==> src/disk_track_pkg.sv <==
// Shared constants, encodings and helper functions for the disk track and segment addressing block.
// Assumes a single 125 MHz clock domain and a 32-bit AHB-Lite register bus.
package disk_track_pkg;
  localparam int WORD_W = 13;
  localparam int SAMPLE_W = 12;
  localparam int TRACKS = 8;
  localparam int TRACK_W = 3;
  localparam int OFF_W = 10;
  localparam int QUARTERS = 4;
  localparam int MEM_AW = 12;
  localparam int CNT_W = 13;
  localparam int FIFO_DEPTH = 16;

  localparam logic [7:0] CTRL_ADDR = 8'h00;
  localparam logic [7:0] PROTECT_ADDR = 8'h04;
  localparam logic [7:0] STATUS_ADDR = 8'h08;

  // Control register fields
  localparam int CTRL_STORE_BIT = 0;
  localparam int CTRL_RECALL_BIT = 1;
  localparam int CTRL_STEP_BIT = 2;
  localparam int CTRL_SEPARATE_BIT = 3;
  localparam int CTRL_MEMGRP_LSB = 4;
  localparam int CTRL_SEGSEL_LSB = 8;
  localparam int GRP_W = 3;

  // Status register fields
  localparam int STAT_TRACK_LSB = 0;
  localparam int STAT_BUSY_BIT = 3;
  localparam int STAT_ABORT_BIT = 4;
  localparam int STAT_WP_BIT = 5;
  localparam int STAT_DONE_BIT = 6;
  localparam int STAT_STORE_BIT = 7;

  localparam logic [10:0] CTRL_RESET = 11'h000;
  localparam logic [7:0] PROTECT_RESET = 8'h00;

  // Memory group and disk segment selector codes
  localparam logic [2:0] GRP_ALL = 3'h0;
  localparam logic [2:0] GRP_HALF_FIRST = 3'h1;
  localparam logic [2:0] GRP_HALF_SECOND = 3'h2;
  localparam logic [2:0] GRP_QUARTER_ONE = 3'h3;
  localparam logic [2:0] GRP_QUARTER_TWO = 3'h4;
  localparam logic [2:0] GRP_QUARTER_THREE = 3'h5;
  localparam logic [2:0] GRP_QUARTER_FOUR = 3'h6;

  // Quarter masks, bit n is quarter n+1; first half is quarters one and three
  localparam logic [3:0] MASK_ALL = 4'hF;
  localparam logic [3:0] MASK_HALF_FIRST = 4'h5;
  localparam logic [3:0] MASK_HALF_SECOND = 4'hA;

  function automatic logic [3:0] grp_mask(input logic [2:0] grp);
    logic [3:0] m;
    case (grp)
      GRP_HALF_FIRST: m = MASK_HALF_FIRST;
      GRP_HALF_SECOND: m = MASK_HALF_SECOND;
      GRP_QUARTER_ONE: m = 4'h1;
      GRP_QUARTER_TWO: m = 4'h2;
      GRP_QUARTER_THREE: m = 4'h4;
      GRP_QUARTER_FOUR: m = 4'h8;
      default: m = MASK_ALL;
    endcase
    return m;
  endfunction : grp_mask

  function automatic logic [2:0] pop4(input logic [3:0] m);
    return 3'({2'h0, m[0]} + {2'h0, m[1]} + {2'h0, m[2]} + {2'h0, m[3]});
  endfunction : pop4

  // Quarter index of the n-th set bit, wrapping if the mask is smaller
  function automatic logic [1:0] nth_q(input logic [3:0] mask, input logic [1:0] n);
    logic [1:0] r;
    logic [2:0] tgt;
    logic [2:0] seen;
    logic found;
    r = 2'h0;
    seen = 3'h0;
    found = 1'b0;
    tgt = (pop4(mask) == 3'h0) ? 3'h0 : 3'({1'b0, n} % pop4(mask));
    for (int p = 0; p < QUARTERS; p++) begin
      if (mask[p]) begin
        if (!found && seen == tgt) begin
          r = 2'(p);
          found = 1'b1;
        end
        seen = 3'(seen + 3'h1);
      end
    end
    return r;
  endfunction : nth_q
endpackage : disk_track_pkg

==> src/word_stream_if.sv <==
// Valid/ready word stream between the transfer sequencer and the buffer.
// Assumes both ends share one clock.
interface word_stream_if #(parameter int WIDTH = 13);
  logic valid;
  logic ready;
  logic [WIDTH-1:0] data;
  modport src (output valid, output data, input ready);
  modport snk (input valid, input data, output ready);
endinterface : word_stream_if

==> src/word_fifo.sv <==
// Word FIFO with a registered output stage.
// Assumes one clock; the drain side may stall freely.
module word_fifo #(
  parameter int WIDTH = 13,
  parameter int DEPTH = 16
) (
  input wire logic core_clk_in,
  input wire logic reset_n_in,
  word_stream_if.snk fill,
  word_stream_if.src drain
);
  localparam int AW = $clog2(DEPTH);

  logic [WIDTH-1:0] mem_ff [DEPTH];
  logic [AW-1:0] wr_ptr_ff;
  logic [AW-1:0] rd_ptr_ff;
  logic [AW:0] count_ff;
  logic out_valid_ff;
  logic [WIDTH-1:0] out_data_ff;
  logic push;
  logic load;

  assign fill.ready = (count_ff != (AW+1)'(DEPTH));
  assign push = fill.valid && fill.ready;
  assign load = (count_ff != '0) && (!out_valid_ff || drain.ready);
  assign drain.valid = out_valid_ff;
  assign drain.data = out_data_ff;

  always_ff @(posedge core_clk_in) begin
    if (push) begin
      mem_ff[wr_ptr_ff] <= fill.data;
    end
  end

  always_ff @(posedge core_clk_in or negedge reset_n_in) begin
    if (!reset_n_in) begin
      wr_ptr_ff <= '0;
      rd_ptr_ff <= '0;
      count_ff <= '0;
    end else begin
      if (push) begin
        wr_ptr_ff <= AW'(wr_ptr_ff + 1'b1);
      end
      if (load) begin
        rd_ptr_ff <= AW'(rd_ptr_ff + 1'b1);
      end
      count_ff <= (AW+1)'(count_ff + {{AW{1'b0}}, push} - {{AW{1'b0}}, load});
    end
  end

  always_ff @(posedge core_clk_in or negedge reset_n_in) begin
    if (!reset_n_in) begin
      out_valid_ff <= 1'b0;
      out_data_ff <= '0;
    end else if (load) begin
      out_valid_ff <= 1'b1;
      out_data_ff <= mem_ff[rd_ptr_ff];
    end else if (drain.ready) begin
      out_valid_ff <= 1'b0;
    end
  end
endmodule : word_fifo

==> src/disk_track_segment_addressing.sv <==
// Track pointer, protection and segment addressing of the waveform disk store, with AHB-Lite registers.
// Assumes main memory reads combinationally in the request cycle and the drive acks each word.
//
// Function
// - Eight tracks, four 1024-word segments each
// - Disk words are 13 bits wide
// - Quarters one, three form first half
// - Advance track after each operation, wrap
// - Store skips tracks with protect switch set
// - Write-protected medium blocks writes, lights lamp; checked only when a store starts, a store already running keeps writing
// - Eight lamps show next track used
// - Whole-memory store writes whole track in order
// - Normal mode: memory group picks disk segments
// - Unselected disk segments stay unchanged
// - Partial recall leaves other memory unchanged
// - Separate mode: segment selector picks disk segments
//
// Our own choices: the placing of the registers and the AHB-Lite register port.
module disk_track_segment_addressing (
  input wire logic core_clk_in,
  input wire logic reset_n_in,
  input wire logic hsel_in,
  input wire logic [31:0] haddr_in,
  input wire logic [1:0] htrans_in,
  input wire logic hwrite_in,
  input wire logic [2:0] hsize_in,
  input wire logic [31:0] hwdata_in,
  input wire logic hready_in,
  output logic hreadyout_out,
  output logic hresp_out,
  output logic [31:0] hrdata_out,
  input wire logic disk_wp_in,
  input wire logic track_step_in,
  output logic [11:0] mem_addr_out,
  output logic mem_rd_out,
  input wire logic [12:0] mem_rdata_in,
  output logic mem_wr_out,
  output logic [12:0] mem_wdata_out,
  output logic [2:0] disk_track_out,
  output logic [11:0] disk_addr_out,
  output logic disk_rd_out,
  input wire logic disk_rd_ack_in,
  input wire logic [12:0] disk_rdata_in,
  output logic disk_wr_out,
  input wire logic disk_wr_ack_in,
  output logic [12:0] disk_wdata_out,
  output logic [7:0] track_lamp_out,
  output logic disk_protected_led_out
);
  typedef enum logic {ST_IDLE, ST_XFER} state_t;

  state_t state_ff;
  logic [10:0] ctrl_ff;
  logic [7:0] protect_ff;
  logic [disk_track_pkg::TRACK_W-1:0] track_ff;
  logic abort_ff;
  logic done_ff;
  logic op_store_ff;
  logic [3:0] disk_mask_ff;
  logic [3:0] mem_mask_ff;
  logic [disk_track_pkg::CNT_W-1:0] total_ff;
  logic [disk_track_pkg::CNT_W-1:0] src_cnt_ff;
  logic [disk_track_pkg::CNT_W-1:0] snk_cnt_ff;

  // AHB-Lite slave state
  logic wr_pend_ff;
  logic [7:0] wr_addr_ff;
  logic [31:0] hrdata_ff;
  logic take;

  // Pin synchronisers
  logic [2:0] wp_sync_ff;
  logic [2:0] step_sync_ff;
  logic wp_ff;
  logic step_ff;
  logic step_prev_ff;

  word_stream_if #(.WIDTH(disk_track_pkg::WORD_W)) fill_if ();
  word_stream_if #(.WIDTH(disk_track_pkg::WORD_W)) drain_if ();

  word_fifo #(
    .WIDTH(disk_track_pkg::WORD_W),
    .DEPTH(disk_track_pkg::FIFO_DEPTH)
  ) u_fifo (
    .core_clk_in(core_clk_in),
    .reset_n_in(reset_n_in),
    .fill(fill_if.snk),
    .drain(drain_if.src)
  );

  // Register bus
  assign take = hsel_in && htrans_in[1] && hready_in;
  assign hreadyout_out = 1'b1;
  assign hresp_out = 1'b0;
  assign hrdata_out = hrdata_ff;

  logic wr_ctrl;
  logic wr_protect;
  logic wr_status;
  assign wr_ctrl = wr_pend_ff && (wr_addr_ff == disk_track_pkg::CTRL_ADDR);
  assign wr_protect = wr_pend_ff && (wr_addr_ff == disk_track_pkg::PROTECT_ADDR);
  assign wr_status = wr_pend_ff && (wr_addr_ff == disk_track_pkg::STATUS_ADDR);

  logic [31:0] status_word;
  always_comb begin
    status_word = 32'h0000_0000;
    status_word[disk_track_pkg::STAT_TRACK_LSB +: disk_track_pkg::TRACK_W] = track_ff;
    status_word[disk_track_pkg::STAT_BUSY_BIT] = (state_ff == ST_XFER);
    status_word[disk_track_pkg::STAT_ABORT_BIT] = abort_ff;
    status_word[disk_track_pkg::STAT_WP_BIT] = wp_ff;
    status_word[disk_track_pkg::STAT_DONE_BIT] = done_ff;
    status_word[disk_track_pkg::STAT_STORE_BIT] = op_store_ff;
  end

  logic [31:0] nxt_hrdata;
  always_comb begin
    case (haddr_in[7:0])
      disk_track_pkg::CTRL_ADDR: nxt_hrdata = {21'h000000, ctrl_ff};
      disk_track_pkg::PROTECT_ADDR: nxt_hrdata = {24'h000000, protect_ff};
      disk_track_pkg::STATUS_ADDR: nxt_hrdata = status_word;
      default: nxt_hrdata = 32'h0000_0000;
    endcase
    if (haddr_in[31:8] != 24'h000000) begin
      nxt_hrdata = 32'h0000_0000;
    end
  end

  always_ff @(posedge core_clk_in or negedge reset_n_in) begin
    if (!reset_n_in) begin
      wr_pend_ff <= 1'b0;
      wr_addr_ff <= 8'h00;
      hrdata_ff <= 32'h0000_0000;
    end else begin
      wr_pend_ff <= take && hwrite_in && (haddr_in[31:8] == 24'h000000);
      if (take) begin
        wr_addr_ff <= haddr_in[7:0];
      end
      hrdata_ff <= (take && !hwrite_in) ? nxt_hrdata : 32'h0000_0000;
    end
  end

  // Strobe bits are not stored, so the control word reads back only mode and selectors
  always_ff @(posedge core_clk_in or negedge reset_n_in) begin
    if (!reset_n_in) begin
      ctrl_ff <= disk_track_pkg::CTRL_RESET;
      protect_ff <= disk_track_pkg::PROTECT_RESET;
    end else begin
      if (wr_ctrl) begin
        ctrl_ff <= {hwdata_in[10:3], 3'h0};
      end
      if (wr_protect) begin
        protect_ff <= hwdata_in[7:0];
      end
    end
  end

  // Change counts once stages two and three agree
  always_ff @(posedge core_clk_in or negedge reset_n_in) begin
    if (!reset_n_in) begin
      wp_sync_ff <= 3'h0;
      step_sync_ff <= 3'h0;
      wp_ff <= 1'b0;
      step_ff <= 1'b0;
      step_prev_ff <= 1'b0;
    end else begin
      wp_sync_ff <= {wp_sync_ff[1:0], disk_wp_in};
      step_sync_ff <= {step_sync_ff[1:0], track_step_in};
      if (wp_sync_ff[1] == wp_sync_ff[2]) begin
        wp_ff <= wp_sync_ff[2];
      end
      if (step_sync_ff[1] == step_sync_ff[2]) begin
        step_ff <= step_sync_ff[2];
      end
      step_prev_ff <= step_ff;
    end
  end

  // Operation requests
  logic idle;
  logic req_store;
  logic req_recall;
  logic req_step;
  logic separate;
  logic [2:0] mem_grp;
  logic [2:0] seg_sel;
  assign idle = (state_ff == ST_IDLE);
  assign req_store = idle && wr_ctrl && hwdata_in[disk_track_pkg::CTRL_STORE_BIT];
  assign req_recall = idle && wr_ctrl && hwdata_in[disk_track_pkg::CTRL_RECALL_BIT] && !req_store;
  assign req_step = idle && ((wr_ctrl && hwdata_in[disk_track_pkg::CTRL_STEP_BIT]) || (step_ff && !step_prev_ff));
  assign separate = hwdata_in[disk_track_pkg::CTRL_SEPARATE_BIT];
  assign mem_grp = hwdata_in[disk_track_pkg::CTRL_MEMGRP_LSB +: disk_track_pkg::GRP_W];
  assign seg_sel = hwdata_in[disk_track_pkg::CTRL_SEGSEL_LSB +: disk_track_pkg::GRP_W];

  // First unprotected track at or after the pointer
  logic [disk_track_pkg::TRACK_W-1:0] free_track;
  logic free_found;
  always_comb begin
    logic [disk_track_pkg::TRACK_W-1:0] idx;
    idx = track_ff;
    free_track = track_ff;
    free_found = 1'b0;
    for (int i = 0; i < disk_track_pkg::TRACKS; i++) begin
      idx = disk_track_pkg::TRACK_W'(track_ff + 3'(i));
      if (!free_found && !protect_ff[idx]) begin
        free_track = idx;
        free_found = 1'b1;
      end
    end
  end

  logic store_ok;
  logic store_abort;
  assign store_ok = req_store && !wp_ff && free_found;
  assign store_abort = req_store && (wp_ff || !free_found);

  // Transfer addressing: k-th disk segment pairs with k-th memory quarter
  logic xfer;
  logic src_busy;
  logic [1:0] src_k;
  logic [1:0] snk_k;
  logic [disk_track_pkg::OFF_W-1:0] src_off;
  logic [disk_track_pkg::OFF_W-1:0] snk_off;
  logic [11:0] src_mem_addr;
  logic [11:0] snk_mem_addr;
  logic [11:0] src_disk_addr;
  logic [11:0] snk_disk_addr;
  logic sink_take;
  logic op_done;
  assign xfer = (state_ff == ST_XFER);
  assign src_busy = xfer && (src_cnt_ff != total_ff);
  assign src_k = src_cnt_ff[11:10];
  assign snk_k = snk_cnt_ff[11:10];
  assign src_off = src_cnt_ff[disk_track_pkg::OFF_W-1:0];
  assign snk_off = snk_cnt_ff[disk_track_pkg::OFF_W-1:0];
  assign src_mem_addr = {disk_track_pkg::nth_q(mem_mask_ff, src_k), src_off};
  assign snk_mem_addr = {disk_track_pkg::nth_q(mem_mask_ff, snk_k), snk_off};
  assign src_disk_addr = {disk_track_pkg::nth_q(disk_mask_ff, src_k), src_off};
  assign snk_disk_addr = {disk_track_pkg::nth_q(disk_mask_ff, snk_k), snk_off};
  assign sink_take = drain_if.valid && drain_if.ready;
  assign op_done = xfer && (snk_cnt_ff == total_ff);

  // Source side feeds the FIFO, stalled by its ready
  assign mem_rd_out = src_busy && op_store_ff && fill_if.ready;
  assign disk_rd_out = src_busy && !op_store_ff && fill_if.ready;
  assign fill_if.valid = op_store_ff ? mem_rd_out : (disk_rd_out && disk_rd_ack_in);
  assign fill_if.data = op_store_ff ? mem_rdata_in : disk_rdata_in;

  // Sink side drains the FIFO; the drive may stall stores
  assign disk_wr_out = xfer && op_store_ff && drain_if.valid;
  assign mem_wr_out = xfer && !op_store_ff && drain_if.valid;
  assign drain_if.ready = xfer && (op_store_ff ? disk_wr_ack_in : 1'b1);
  assign disk_wdata_out = drain_if.data;
  assign mem_wdata_out = drain_if.data;

  assign mem_addr_out = op_store_ff ? src_mem_addr : snk_mem_addr;
  assign disk_addr_out = op_store_ff ? snk_disk_addr : src_disk_addr;
  assign disk_track_out = track_ff;
  assign disk_protected_led_out = wp_ff;

  for (genvar t = 0; t < disk_track_pkg::TRACKS; t++) begin : g_lamp
    assign track_lamp_out[t] = (track_ff == disk_track_pkg::TRACK_W'(t));
  end

  // Sequencer
  always_ff @(posedge core_clk_in or negedge reset_n_in) begin
    if (!reset_n_in) begin
      state_ff <= ST_IDLE;
    end else begin
      case (state_ff)
        ST_IDLE: begin
          if (store_ok || req_recall) begin
            state_ff <= ST_XFER;
          end
        end
        ST_XFER: begin
          if (op_done) begin
            state_ff <= ST_IDLE;
          end
        end
        default: state_ff <= ST_IDLE;
      endcase
    end
  end

  // Masks latched at start; normal mode uses the memory group for both sides
  always_ff @(posedge core_clk_in or negedge reset_n_in) begin
    if (!reset_n_in) begin
      op_store_ff <= 1'b0;
      disk_mask_ff <= disk_track_pkg::MASK_ALL;
      mem_mask_ff <= disk_track_pkg::MASK_ALL;
      total_ff <= '0;
    end else if (store_ok || req_recall) begin
      op_store_ff <= store_ok;
      mem_mask_ff <= disk_track_pkg::grp_mask(mem_grp);
      if (separate) begin
        disk_mask_ff <= disk_track_pkg::grp_mask(seg_sel);
        total_ff <= {disk_track_pkg::pop4(disk_track_pkg::grp_mask(seg_sel)), 10'h000};
      end else begin
        disk_mask_ff <= disk_track_pkg::grp_mask(mem_grp);
        total_ff <= {disk_track_pkg::pop4(disk_track_pkg::grp_mask(mem_grp)), 10'h000};
      end
    end
  end

  always_ff @(posedge core_clk_in or negedge reset_n_in) begin
    if (!reset_n_in) begin
      src_cnt_ff <= '0;
      snk_cnt_ff <= '0;
    end else if (store_ok || req_recall) begin
      src_cnt_ff <= '0;
      snk_cnt_ff <= '0;
    end else begin
      if (fill_if.valid && fill_if.ready) begin
        src_cnt_ff <= disk_track_pkg::CNT_W'(src_cnt_ff + 1'b1);
      end
      if (sink_take) begin
        snk_cnt_ff <= disk_track_pkg::CNT_W'(snk_cnt_ff + 1'b1);
      end
    end
  end

  // Track pointer
  always_ff @(posedge core_clk_in or negedge reset_n_in) begin
    if (!reset_n_in) begin
      track_ff <= '0;
    end else if (store_ok) begin
      track_ff <= free_track;
    end else if (op_done) begin
      track_ff <= disk_track_pkg::TRACK_W'(track_ff + 1'b1);
    end else if (req_step && !req_store && !req_recall) begin
      track_ff <= disk_track_pkg::TRACK_W'(track_ff + 1'b1);
    end
  end

  // Sticky flags; a set in the clearing cycle wins
  logic clr_abort;
  logic clr_done;
  assign clr_abort = wr_status && hwdata_in[disk_track_pkg::STAT_ABORT_BIT];
  assign clr_done = wr_status && hwdata_in[disk_track_pkg::STAT_DONE_BIT];

  always_ff @(posedge core_clk_in or negedge reset_n_in) begin
    if (!reset_n_in) begin
      abort_ff <= 1'b0;
      done_ff <= 1'b0;
    end else begin
      abort_ff <= store_abort || (abort_ff && !clr_abort);
      done_ff <= op_done || (done_ff && !clr_done);
    end
  end
endmodule : disk_track_segment_addressing

==> config.mk <==
export PLATFORM = sky130hd
export DESIGN_NAME = disk_track_segment_addressing
export DESIGN_NICKNAME = d
export VERILOG_FILES = /design/src/disk_track_pkg.sv /design/src/word_stream_if.sv /design/src/word_fifo.sv /design/src/disk_track_segment_addressing.sv
export SDC_FILE = /design/constraint.sdc
export NUM_CORES = 1
export LEC_CHECK = 0
export ABC_AREA = 1
export BUFFER_PORTS_ARGS = -buffer_cell sky130_fd_sc_hd__buf_2
export CAP_MARGIN = 30
export CORE_ASPECT_RATIO = 1.2
export CORE_MARGIN = 2
export CORE_UTILIZATION = 50
export DETAILED_ROUTE_END_ITERATION = 16
export GPL_TIMING_DRIVEN = 0
export PLACE_DENSITY = 0.7
export SLEW_MARGIN = 20
export SYNTH_ARGS = -nofsm -noshare
export SYNTH_HDL_FRONTEND = slang
export SYNTH_SLANG_ARGS = --single-unit
==> constraint.sdc <==
create_clock -name core_clk_in -period 6.45 [get_ports core_clk_in]
set_input_delay 0.3225 -clock core_clk_in [delete_from_list [all_inputs] [get_ports core_clk_in]]
set_output_delay 0.3225 -clock core_clk_in [all_outputs]
set_load 0.05 [all_outputs]
==> results_dict.tcl <==
set metrics [dict create \
    firstDrtPassIters 6 \
    dp.final_hpwl_um 32500 \
    crit_type "register to output pin" \
    min-delay-start "haddr_in[0]" \
    track_usage 0.257 \
    ir_drop_uv 385 \
    maxCapViolCount 0 \
    drc_errors 0 \
    initial_core_util 0.509 \
    relSlewSlack 0.371 \
    gp_congestion 0.909 \
    power.leakage_nw 8.50 \
    die_y_um 206 \
    holdWs_ns 0.0559 \
    fill_cells 2879 \
    die_x_um 172 \
    finalCriticalPeriod_ns 6.00 \
    row_count 73 \
    synth_flop_cell "edfxtp_1" \
    syn2layout_area_growth_pct 15.7 \
    power_mw 8.04 \
    post-route-util 0.589 \
    rsz0062_at_grt "no" \
    antenna_found_initial 0 \
    wl_per_cell_um 18.3 \
    synth.cell_area_mm2 0.0170 \
    startpoint "disk_mask_ff[1]" \
    placed_cell_area_mm2 0.0185 \
    io_buffers 155 \
    synth-seq-area-share 0.539 \
    synth_top_cell_area_share 0.368 \
    n_antenna_cell 0 \
    syn_area_per_cell_um2 9.56 \
    synth_area_leaders "edfxtp_1, dfrtp_1, nand2_1" \
    synth_common_cells "nand2_1, edfxtp_1, nor2_1" \
    overflow 0 \
    grt_pass1_wl_um 69700 \
    async_flop_share 0.358 \
    hold_viol 0 \
    cts_tree "built" \
    clk_pin_slew_worst_paths_ns 0.06 \
    clock_path_buffers 3 \
    intPower_mw 4.64 \
    dp_slack_ns 0.496 \
    comb_power_share 0.407 \
    synth_edf_count 208 \
    min_path_type "input port to register" \
    grt_max_degree 76 \
    cp_max_fo 6 \
    arrival_ns 5.68 \
    drv_slew 0 \
    h-tree-depth 2 \
    layout.cells.non_filler 2475 \
    final_area_mm2 0.0197 \
    synth_cells 1777 \
    final_nets 2176 \
    min_period_over_period 0.930 \
    cp.required_ns 6.13 \
    cts_buffers 34 \
    drive_above_1_share 0.171 \
    timing.setup.tns_ns 0 \
    cpPeakStageDelay_ns 0.59 \
    ios 204 \
    root_buffer "clkbuf_16" \
    wl_um 45300 \
    p_clk_frac 0.236 \
    yosysMostFrequentCell "nand2_1" \
    antenna_left 0 \
    core_mm2 0.0333 \
    slowest_stage "dfstp_2" \
    clk_latency_ns 0.53 \
    fin_skew_ns 0.0185 \
    end_kind "output pin" \
    via_per_inst 5.55 \
    p_switching_mw 3.41 \
    power_frac_seq 0.357 \
    power.share.switching 0.423 \
    grt_pass1_vias 13300 \
    vias 13700 \
    r2r_start "op_store_ff" \
    worst_pin_slew_ns 0.937 \
    dp_cells 2405 \
    ys_ff_latch 324 \
    fin_ws_ns 0.452 \
    synth_top_area_cell "edfxtp_1" \
    crit_top_cell "nand2_1" \
    crit_path_start_kind "register" \
    drt-initial-drc-count 1157 \
    setup_viol 0 \
    fmax_mhz 167 \
    yosysUniqueCellTypes 59 \
    status "finished, final reports clean" \
    worstPathCellList "fa_1, ha_1, inv_1, ha_1, o21ai_0, a21oi_1, ha_1, or2_2, nand4_1, nand2_1, ha_1, a21oi_1, nand3_1, nand2_1, o211ai_1, buf_4, or2_2, nand2_1, a21oi_1, or2_1, nand2_1, nand2_1, nand2_1, clkbuf_4" \
    die_area_mm2 0.0355 \
    synth_warnings 0 \
    powerDensity_mw_per_mm2 409 \
    clkSinkCount 324 \
]
-- critical path: cells and delay by family (launching register included) --
kind | cells | cell delay (ns)
AO/OA/AOI/OAI | 5 | 0.68
adder cells (fa/ha/maj) | 5 | 1.75
buffers and inverters | 3 | 0.62
flip-flops | 1 | 0.59
AND/OR/NAND/NOR | 11 | 1.51
-- metal layers --
layer  global-route usage  part of all wire
met1                0.310              0.39
met4                0.116             0.041
met3               0.0349             0.068
met5                    0                 0
met2                0.457              0.50
-- logic make-up after synthesis --
group	Yosys count	synth area share
AND/OR/NAND/NOR	740	0.194
XOR/XNOR	34	0.0180
buffers and inverters	262	0.0685
flip-flops	324	0.539
adder cells (fa/ha/maj)	75	0.0589
other	2	0.000442
AO/OA/AOI/OAI	332	0.115
multiplexers	8	0.00530
-- power by group through the flow --
stage | clock, mW | combinational, mW | sequential [mW]
global route | 1.99 | 3.55 | 2.91
global placement | 0 | 3.13 | 2.90
detailed placement | 0 | 3.23 | 2.91
finish | 1.90 | 3.27 | 2.87
CTS | 1.92 | 3.24 | 2.87
floorplan | 0 | 2.14 | 2.99
-- cell type report --
type	count	area, µm²	share of cell area
Buffer	104	571	0.0290
Clock buffer	51	966	0.0492
Clock inverter	11	111	0.00567
Inverter	158	593	0.0302
Multi-Input combinational cell	1212	6800	0.346
Sequential cell	324	9160	0.466
Tap cell	450	563	0.0287
Timing Repair Buffer	165	887	0.0451
-- registers in the layout, indices dropped and copies added, names as in the netlist, 4 cells and up --
signal and count:
ctrl_ff 8, disk_mask_ff 4, hrdata_out 11, mem_mask_ff 4, protect_ff 8, snk_cnt_ff 13
src_cnt_ff 13, u_fifo.count_ff 5, u_fifo.drain.data 13, u_fifo.mem_ff 208, u_fifo.rd_ptr_ff 4, u_fifo.wr_ptr_ff 4
wr_addr_ff 8
-- placed cells by master (no fill, tap or decap), drive strengths merged, types with 2 or more instances in the layout --
cell type / count
nand2: 340
nor2: 211
edfxtp: 208
buf: 206
o21ai: 187
inv: 158
clkbuf: 111
dfrtp: 108
nand3: 94
ha: 64
a21oi: 38
o221ai: 37
xor2: 32
nand4: 28
nor3: 26
a31oi: 23
conb: 23
o211ai: 21
o22ai: 18
nor4: 14
fa: 9
or2: 9
clkinv: 9
mux2: 8
dfstp: 8
nor3b: 8
nand3b: 7
dlygate4sd3: 3
o21bai: 2
xnor2: 2
maj3: 2
a211oi: 2
o31ai: 2
-- final timing paths --
kind	endpoint	slack (ns)	cells after the start
worst max-delay path	disk_addr_out[11]	0.45	24
worst max register to register	u_fifo.count_ff[4]	3.18	15
min in group asynchronous	snk_cnt_ff[8]	0.30	2
worst min register to register	wp_sync_ff[1]	0.36	0
max in group asynchronous	mem_mask_ff[3]	5.42	3
worst min-delay path	wr_addr_ff[0]	0.06	2
-- repair_timing --
action,in CTS,in global routing
gates resized for setup,1,7
pin swaps,0,3
endpoints found under the hold margin,40,0
setup buffers,0,4
hold buffers,3,0
endpoints found under the setup margin,2,4
(Power assumes the default switching activity.)
